--- src/tm8_pkg.sv ---
// Shared constants, encodings and state types of the 8-bit timer block
package tm8_pkg;

	localparam int          TM8_PADDR_W     = 12;
	// Register indices; byte address is four times the index
	localparam logic [7:0]  TM8_IDX_CMP_B   = 8'h15;
	localparam logic [7:0]  TM8_IDX_CMP_A   = 8'h16;
	localparam logic [7:0]  TM8_IDX_COUNT   = 8'h17;
	localparam logic [7:0]  TM8_IDX_CTRL_B  = 8'h18;
	localparam logic [7:0]  TM8_IDX_CTRL_A  = 8'h19;
	localparam logic [7:0]  TM8_IDX_FLAGS   = 8'h25;
	localparam logic [7:0]  TM8_IDX_MASK    = 8'h26;

	localparam int          TM8_COM_A_LSB   = 6;
	localparam int          TM8_COM_B_LSB   = 4;
	localparam int          TM8_WGM_LSB     = 0;
	localparam int          TM8_FOC_A_BIT   = 7;
	localparam int          TM8_FOC_B_BIT   = 6;
	localparam int          TM8_WGM2_BIT    = 3;
	localparam int          TM8_CS_LSB      = 0;
	localparam int          TM8_FLAG_OVF    = 0;
	localparam int          TM8_FLAG_CMP_A  = 1;
	localparam int          TM8_FLAG_CMP_B  = 2;
	localparam int          TM8_RSV_BIT     = 6;

	localparam logic [7:0]  TM8_CTRLA_WMASK = 8'hf3;
	localparam logic [7:0]  TM8_CTRLB_WMASK = 8'h0f;
	localparam logic [7:0]  TM8_MASK_WMASK  = 8'hbf;
	localparam logic [7:0]  TM8_REG_RESET   = 8'h00;
	localparam logic [7:0]  TM8_MAX         = 8'hff;
	localparam logic [7:0]  TM8_BOTTOM      = 8'h00;

	localparam int          TM8_PRE_W       = 10;
	localparam int          TM8_DIV8_BITS   = 3;
	localparam int          TM8_DIV64_BITS  = 6;
	localparam int          TM8_DIV256_BITS = 8;
	localparam int          TM8_DIV1024_BITS = 10;

	typedef enum logic [2:0] {
		CS_STOP     = 3'b000,
		CS_DIV1     = 3'b001,
		CS_DIV8     = 3'b010,
		CS_DIV64    = 3'b011,
		CS_DIV256   = 3'b100,
		CS_DIV1024  = 3'b101,
		CS_EXT_FALL = 3'b110,
		CS_EXT_RISE = 3'b111
	} tm8_clk_sel_t;

	typedef enum logic [2:0] {
		WM_NORMAL    = 3'b000,
		WM_PC_FF     = 3'b001,
		WM_CTC       = 3'b010,
		WM_FAST_FF   = 3'b011,
		WM_RSV4      = 3'b100,
		WM_PC_OCRA   = 3'b101,
		WM_RSV6      = 3'b110,
		WM_FAST_OCRA = 3'b111
	} tm8_wave_mode_t;

	typedef enum logic [1:0] {
		COM_OFF    = 2'b00,
		COM_TOGGLE = 2'b01,
		COM_CLEAR  = 2'b10,
		COM_SET    = 2'b11
	} tm8_com_t;

	typedef struct packed {
		logic [TM8_PRE_W-1:0] pre;
		logic [1:0]           sync;
		logic                 prev;
	} tm8_pre_state_t;

	typedef struct packed {
		logic [7:0]  ctrl_a;
		logic [7:0]  ctrl_b;
		logic [7:0]  count_value;
		logic [7:0]  compare_val_a;
		logic [7:0]  compare_val_b;
		logic [2:0]  flags;
		logic [7:0]  mask;
		logic        down;
		logic        block;
		logic        wave_a;
		logic        wave_b;
		logic        force_a;
		logic        force_b;
		logic        ack;
		logic [31:0] prdata;
	} tm8_core_state_t;

endpackage

--- src/tm8_clk_select.sv ---
// Prescaler and clock-source selection producing the timer tick
`timescale 1ns/1ps
`default_nettype none
module tm8_clk_select (
	input  wire logic                  pclk,
	input  wire logic                  presetn,
	input  wire tm8_pkg::tm8_clk_sel_t clock_sel,
	input  wire logic                  ext_count_pin,
	output logic                       tick
);
	import tm8_pkg::*;

	tm8_pre_state_t q;
	tm8_pre_state_t d;

	function automatic logic low_ones(input logic [TM8_PRE_W-1:0] v, input int n);
		logic [TM8_PRE_W-1:0] m;
		m = {TM8_PRE_W{1'b1}} >> (TM8_PRE_W - n);
		low_ones = &(v | ~m);
	endfunction

	always_comb
	begin
		d = q;
		d.pre = q.pre + 1'b1;
		// Pin passes two flops; edge detect looks only at the second and later
		d.sync = {q.sync[0], ext_count_pin};
		d.prev = q.sync[1];
	end

	always_comb
	begin
		case (clock_sel)
			CS_STOP:     tick = 1'b0;
			CS_DIV1:     tick = 1'b1;
			CS_DIV8:     tick = low_ones(q.pre, TM8_DIV8_BITS);
			CS_DIV64:    tick = low_ones(q.pre, TM8_DIV64_BITS);
			CS_DIV256:   tick = low_ones(q.pre, TM8_DIV256_BITS);
			CS_DIV1024:  tick = low_ones(q.pre, TM8_DIV1024_BITS);
			// Pin is sampled regardless of its direction setting
			CS_EXT_FALL: tick = q.prev & ~q.sync[1];
			CS_EXT_RISE: tick = ~q.prev & q.sync[1];
			default:     tick = 1'b0;
		endcase
	end

	always_ff @(posedge pclk or negedge presetn)
	begin
		if (!presetn)
			q <= '0;
		else
			q <= d;
	end
endmodule
`default_nettype wire

--- src/tm8_timer.sv ---
// Timer/counter control, counter, compare, waveform and flag logic with APB slave
`timescale 1ns/1ps
`default_nettype none
module tm8_timer (
	input  wire logic                         pclk,
	input  wire logic                         presetn,
	input  wire logic [tm8_pkg::TM8_PADDR_W-1:0] paddr,
	input  wire logic                         psel,
	input  wire logic                         penable,
	input  wire logic                         pwrite,
	input  wire logic [31:0]                  pwdata,
	output logic      [31:0]                  prdata,
	output logic                              pready,
	output logic                              pslverr,
	input  wire logic                         ext_count_pin,
	input  wire logic                         cpu_irq_enable,
	input  wire logic [2:0]                   vector_ack,
	output logic      [2:0]                   irq_req,
	output logic                              wave_out_a,
	output logic                              wave_out_b,
	output logic                              wave_conn_a,
	output logic                              wave_conn_b
);
	import tm8_pkg::*;

	tm8_core_state_t q;
	tm8_core_state_t d;

	logic           tick;
	logic           acc;
	logic           wr;
	logic           match_a;
	logic           match_b;
	logic           ovf;
	logic           at_top;
	logic [7:0]     top;
	tm8_wave_mode_t mode;
	tm8_com_t       com_a;
	tm8_com_t       com_b;

	function automatic logic hit(input logic [TM8_PADDR_W-1:0] a, input logic [7:0] idx);
		hit = (a[TM8_PADDR_W-1:2] == {{(TM8_PADDR_W-10){1'b0}}, idx}) && (a[1:0] == 2'b00);
	endfunction

	function automatic logic is_pwm(input logic [2:0] m);
		is_pwm = (m == WM_PC_FF) || (m == WM_FAST_FF) || (m == WM_PC_OCRA) || (m == WM_FAST_OCRA);
	endfunction

	function automatic logic is_pc(input logic [2:0] m);
		is_pc = (m == WM_PC_FF) || (m == WM_PC_OCRA);
	endfunction

	// Next level of one waveform output
	function automatic logic wave_next(input logic cur, input tm8_com_t com, input logic [2:0] m,
		input logic match, input logic force_cmp, input logic wrap, input logic down,
		input logic may_toggle);
		logic r;
		r = cur;
		if (!is_pwm(m))
		begin
			if (match || force_cmp)
			begin
				case (com)
					COM_TOGGLE: r = ~cur;
					COM_CLEAR:  r = 1'b0;
					COM_SET:    r = 1'b1;
					default:    r = cur;
				endcase
			end
		end
		else if (com == COM_TOGGLE)
		begin
			if (match && may_toggle)
				r = ~cur;
		end
		else if (com[1])
		begin
			if (is_pc(m))
			begin
				if (match)
					r = com[0] ^ down;
			end
			else if (wrap)
				r = ~com[0];
			else if (match)
				r = com[0];
		end
		wave_next = r;
	endfunction

	function automatic logic [7:0] read_mux(input logic [TM8_PADDR_W-1:0] a, input tm8_core_state_t s);
		logic [7:0] r;
		r = 8'h00;
		if (hit(a, TM8_IDX_CTRL_A))
			r = s.ctrl_a;
		if (hit(a, TM8_IDX_CTRL_B))
			r = s.ctrl_b & TM8_CTRLB_WMASK;
		if (hit(a, TM8_IDX_COUNT))
			r = s.count_value;
		if (hit(a, TM8_IDX_CMP_A))
			r = s.compare_val_a;
		if (hit(a, TM8_IDX_CMP_B))
			r = s.compare_val_b;
		if (hit(a, TM8_IDX_FLAGS))
			r = {5'h00, s.flags};
		if (hit(a, TM8_IDX_MASK))
			r = s.mask & TM8_MASK_WMASK;
		read_mux = r;
	endfunction

	function automatic logic mapped(input logic [TM8_PADDR_W-1:0] a);
		mapped = hit(a, TM8_IDX_CTRL_A) || hit(a, TM8_IDX_CTRL_B) || hit(a, TM8_IDX_COUNT)
			|| hit(a, TM8_IDX_CMP_A) || hit(a, TM8_IDX_CMP_B) || hit(a, TM8_IDX_FLAGS)
			|| hit(a, TM8_IDX_MASK);
	endfunction

	tm8_clk_select u_clk_select (
		.pclk          (pclk),
		.presetn       (presetn),
		.clock_sel     (tm8_clk_sel_t'(q.ctrl_b[TM8_CS_LSB +: 3])),
		.ext_count_pin (ext_count_pin),
		.tick          (tick)
	);

	assign mode  = tm8_wave_mode_t'({q.ctrl_b[TM8_WGM2_BIT], q.ctrl_a[TM8_WGM_LSB +: 2]});
	assign com_a = tm8_com_t'(q.ctrl_a[TM8_COM_A_LSB +: 2]);
	assign com_b = tm8_com_t'(q.ctrl_a[TM8_COM_B_LSB +: 2]);
	assign top   = (mode == WM_CTC || mode == WM_PC_OCRA || mode == WM_FAST_OCRA)
		? q.compare_val_a : TM8_MAX;
	assign at_top = (q.count_value == top);

	// One wait state so that read data comes from a flop
	assign acc     = psel & penable;
	assign pready  = acc & q.ack;
	assign pslverr = pready & ~mapped(paddr);
	assign wr      = pready & pwrite;
	assign prdata  = q.prdata;

	// Only real counter matches count; a force never reaches these
	assign match_a = tick & ~q.block & (q.count_value == q.compare_val_a);
	assign match_b = tick & ~q.block & (q.count_value == q.compare_val_b);

	always_comb
	begin
		ovf = 1'b0;
		if (tick)
		begin
			if (is_pc(mode))
				ovf = q.down && (q.count_value == TM8_BOTTOM);
			else if (mode == WM_FAST_OCRA)
				ovf = at_top;
			else
				ovf = (q.count_value == TM8_MAX);
		end
	end

	always_comb
	begin
		d = q;
		d.ack = acc & ~q.ack;
		d.force_a = 1'b0;
		d.force_b = 1'b0;
		if (acc && !q.ack && !pwrite)
			d.prdata = {24'h000000, read_mux(paddr, q)};

		// Counting sequence
		if (tick)
		begin
			d.block = 1'b0;
			if (is_pc(mode))
			begin
				if (!q.down)
				begin
					if (at_top)
					begin
						d.down = 1'b1;
						d.count_value = q.count_value - 1'b1;
					end
					else
						d.count_value = q.count_value + 1'b1;
				end
				else if (q.count_value == TM8_BOTTOM)
				begin
					d.down = 1'b0;
					d.count_value = q.count_value + 1'b1;
				end
				else
					d.count_value = q.count_value - 1'b1;
			end
			else if (at_top)
				d.count_value = TM8_BOTTOM;
			else
				d.count_value = q.count_value + 1'b1;
		end

		d.wave_a = wave_next(q.wave_a, com_a, mode, match_a, q.force_a, tick & at_top, q.down,
			q.ctrl_b[TM8_WGM2_BIT]);
		d.wave_b = wave_next(q.wave_b, com_b, mode, match_b, q.force_b, tick & at_top, q.down,
			1'b0);

		// Hardware set beats a same-cycle clear
		d.flags = q.flags & ~vector_ack;
		if (wr && hit(paddr, TM8_IDX_FLAGS))
			d.flags = d.flags & ~pwdata[2:0];
		d.flags[TM8_FLAG_OVF]   = d.flags[TM8_FLAG_OVF] | ovf;
		d.flags[TM8_FLAG_CMP_A] = d.flags[TM8_FLAG_CMP_A] | match_a;
		d.flags[TM8_FLAG_CMP_B] = d.flags[TM8_FLAG_CMP_B] | match_b;

		if (wr)
		begin
			if (hit(paddr, TM8_IDX_CTRL_A))
				d.ctrl_a = pwdata[7:0] & TM8_CTRLA_WMASK;
			if (hit(paddr, TM8_IDX_CTRL_B))
			begin
				d.ctrl_b = pwdata[7:0] & TM8_CTRLB_WMASK;
				if (!is_pwm({pwdata[TM8_WGM2_BIT], q.ctrl_a[TM8_WGM_LSB +: 2]}))
				begin
					d.force_a = pwdata[TM8_FOC_A_BIT];
					d.force_b = pwdata[TM8_FOC_B_BIT];
				end
			end
			// CPU write overrides counting and masks a match on the next timer tick
			if (hit(paddr, TM8_IDX_COUNT))
			begin
				d.count_value = pwdata[7:0];
				d.block = 1'b1;
			end
			if (hit(paddr, TM8_IDX_CMP_A))
				d.compare_val_a = pwdata[7:0];
			if (hit(paddr, TM8_IDX_CMP_B))
				d.compare_val_b = pwdata[7:0];
			if (hit(paddr, TM8_IDX_MASK))
				d.mask = pwdata[7:0] & TM8_MASK_WMASK;
		end
	end

	always_ff @(posedge pclk or negedge presetn)
	begin
		if (!presetn)
			q <= '0;
		else
			q <= d;
	end

	assign irq_req     = q.flags & q.mask[2:0] & {3{cpu_irq_enable}};
	assign wave_out_a  = q.wave_a;
	assign wave_out_b  = q.wave_b;
	assign wave_conn_a = (com_a != COM_OFF);
	assign wave_conn_b = (com_b != COM_OFF);
endmodule
`default_nettype wire
--- config.mk ---
export PLATFORM = sky130hd
export DESIGN_NAME = tm8_timer
export DESIGN_NICKNAME = d
export VERILOG_FILES = /design/src/tm8_pkg.sv /design/src/tm8_clk_select.sv /design/src/tm8_timer.sv
export SDC_FILE = /design/constraint.sdc
export NUM_CORES = 1
export LEC_CHECK = 0
export ABC_AREA = 1
export BUFFER_PORTS_ARGS = -buffer_cell sky130_fd_sc_hd__buf_2
export CAP_MARGIN = 0
export CORE_UTILIZATION = 44
export DETAILED_ROUTE_END_ITERATION = 8
export PLACE_DENSITY = 0.65
export SETUP_SLACK_MARGIN = 0.1
export SYNTH_ARGS = -nofsm -noshare
export SYNTH_HDL_FRONTEND = slang
export SYNTH_SLANG_ARGS = --single-unit
--- constraint.sdc ---
create_clock -name pclk -period 4.5 [get_ports pclk]
set_clock_uncertainty 0.15 [all_clocks]
set_input_delay 0 -clock pclk [delete_from_list [all_inputs] [get_ports pclk]]
set_output_delay 0 -clock pclk [all_outputs]
set_load 0.02 [all_outputs]
==> impl_metrics.tcl <==
set metrics [dict create \
    clockBufferDepth 2 \
    cp_top_family "simple AND/OR/NAND/NOR gates" \
    via_per_inst 5.29 \
    die_h_um 103 \
    grt_pass1_wl_um 19500 \
    place.detailed.hpwl_um 9180 \
    cp_max_fo 15 \
    die_area_sq_mm 0.0106 \
    worstHoldPathCells 6 \
    synth-seq-area-share 0.403 \
    cp_num_buf_inv 1 \
    synth_edf_count 0 \
    area_growth_pct 12.5 \
    port_buffers 46 \
    routed-via-count 4270 \
    path_common_cell "nand2_1" \
    yosys-top-cells-area "dfrtp_1 40%, nand2_1 13%, o21ai_0 7.3%" \
    hold_viol_final 0 \
    setup_viol 0 \
    yosysTopAreaCellShare 0.403 \
    antenna_left 0 \
    async_flop_share 1.00 \
    yosys.area.top_type "dfrtp_1" \
    arrival_ns 2.99 \
    grt_pass1_vias 3888 \
    wl_per_cell_um 15.4 \
    drive_gt1_frac 0.105 \
    cts-htree-levels 3 \
    max_cap_viol_count 0 \
    fin_tns_setup_ns 0 \
    ir_worst_vdd_v 0.000119 \
    grt_max_degree 47 \
    fillCellCount 1006 \
    post-route-drc-count 0 \
    ys_ff_latch 72 \
    start_kind "flip-flop" \
    r2r_cells 12 \
    path_clk_slew_ns 0.09 \
    slew_viol_final 0 \
    period_minus_slack_ns 2.88 \
    tritoncts "built" \
    layout_worst_path_cycle_share 0.641 \
    yosys-top-cells-count "158 x nand2_1, 72 x dfrtp_1, 66 x inv_1, 65 x o21ai_0, 57 x nor2_1" \
    insertion_delay_ns 0.38 \
    diodes 0 \
    post-cts-setup-buffer-count 0 \
    p_per_area_mw_per_mm2 246 \
    min_path_type "in -> reg" \
    cts_hold_buf 21 \
    initial_utilization 0.456 \
    layout.nets 728 \
    grtUsageTotal 0.252 \
    core_sq_mm 0.00982 \
    regArea_sq_mm 0.00180 \
    multi_input_area_sq_mm 0.00218 \
    antenna_found_initial 0 \
    rsz0062_at_grt "false" \
    critPathRequiredTime_ns 4.61 \
    synthMostInstantiatedCell "nand2_1" \
    worstSetupPathType "reg -> reg" \
    slew_headroom 0.288 \
    root_buffer "clkbuf_8" \
    whs_ns 0.0617 \
    syn_area_sq_mm 0.00447 \
    ys_types 34 \
    ys_warn_count 0 \
    gp_congestion 0.931 \
    critPathSlowestCell "inv_1" \
    synth_area_per_cell_sq_um 7.29 \
    cts_resized 0 \
    max_stage_delay_ns 0.53 \
    tightest_slew_ns 1.07 \
    drt_iter0_markers 212 \
    cts_buffers 9 \
    firstDrtPassIters 5 \
    outcome "finished, final reports clean" \
    endpoint_kind "flip-flop" \
    crit_cells 12 \
    overflow 0 \
    p_leak_nw 2.51 \
    syn-instance-count 614 \
    drt_wl_total_um 12400 \
    num_rows 36 \
    worstPathCellList "ha_1 > ha_1 > nand4_1 > nand2_1 > nor2_1 > nand3_1 > inv_1 > nor2_2 > nand2_1 > nand2_1 > a21oi_1 > nor2_1" \
    clock_sinks 72 \
    synth_flop_cell "dfrtp_1" \
    die_w_um 103 \
    num_io_pins 95 \
    clock.fmax_ghz 0.347 \
]
-- layout make-up --
type,count,share of cell area
flip-flops and latches,72,0.358
clock buffers,10,0.0254
well taps,133,0.0331
clock inverters,6,0.00895
inverters,70,0.0522
repair buffers,68,0.0890
multi-input cells,448,0.434
-- state kept, by name (all words and copies together), names as in the netlist --
register	cells
q	42
u_clk_select.q	11
prdata	8
mode	3
com_a	2
com_b	2
u_clk_select.d	2
wave_out_a	1
wave_out_b	1
-- power breakdown --
| group | internal, W | switching (W) | total (W) |
|---|---|---|---|
| logic | 0.0000334 | 0.0000740 | 0.000107 |
| registers | 0.000655 | 0.00000527 | 0.000661 |
| clock network | 0.000203 | 0.000270 | 0.000473 |
| total | 0.000892 | 0.000349 | 0.00124 |
-- kinds of logic after synthesis --
| group | Yosys count | synth area share |
|---|---|---|
| and+or+nand+nor | 284 | 0.272 |
| buffers and inverters | 117 | 0.129 |
| AOI/OAI and AO/OA | 114 | 0.141 |
| DFF | 72 | 0.403 |
| xor gates and xnor gates | 21 | 0.0411 |
| adders and majority gates | 5 | 0.0140 |
| other | 1 | 0.000838 |
-- per-layer routing --
layer  share of wire  wire (um)  global-route usage  vias up
li1                -          -                   -     2050
met5               0          0                   0        -
met4           0.036        451               0.129        0
met2            0.46       5730               0.414      164
met1            0.45       5540               0.321     2023
met3           0.058        726              0.0414       33
-- cells in the final DEF (no fill, tap or decap), types with 6 or more instances in the layout --
cell	n
nand2_1	158
a21oi_1	18
o21ai_0	65
nand3_1	33
a31oi_1	6
buf_2	46
o21ai_1	8
o211ai_1	6
nand4_1	13
nor3_1	10
inv_1	66
dfrtp_1	72
xor2_1	9
nor2_1	57
xnor2_1	12
conb_1	24
dlygate4sd3_1	21
clkbuf_8	9
-- through the flow --
| step | total power (W) | setup WS (ns) | util | cells | cell area (sq um) |
|---|---|---|---|---|---|
| after CTS | 0.00125 | 1.68 | 0.513 | 807 | 5030 |
| after detailed placement | 0.000770 | 1.70 | 0.474 | 770 | 4650 |
| after global placement | 0.000769 | 1.74 | 0.474 | 770 | 4650 |
| after global routing | 0.00129 | 1.47 | 0.513 | 807 | 5030 |
| after floorplan | 0.000750 | 2.52 | - | 637 | 4560 |
| final | 0.00124 | 1.62 | 0.513 | 807 | 5030 |
-- worst min-delay path, stage by stage --
cell and delay [ns]:
buf_2 0.10, nand4_1 0.11, nor4_1 0.07, nand2_1 0.10
o21ai_0 0.09, nand2_1 0.06
-- worst paths after layout --
path                                        start                 to  slack (ns)
worst min-delay path                     paddr[7]              q[48]        0.06
worst min register to register  u_clk_select.d[2]  u_clk_select.d[0]        0.21
min in group asynchronous                 presetn              q[39]        0.20
worst max register to register  u_clk_select.q[3]              q[72]        1.62
worst max-delay path            u_clk_select.q[3]              q[72]        1.62
max in group asynchronous                 presetn              q[64]        3.05
No activity file was read; power rests on OpenSTA's default activity.
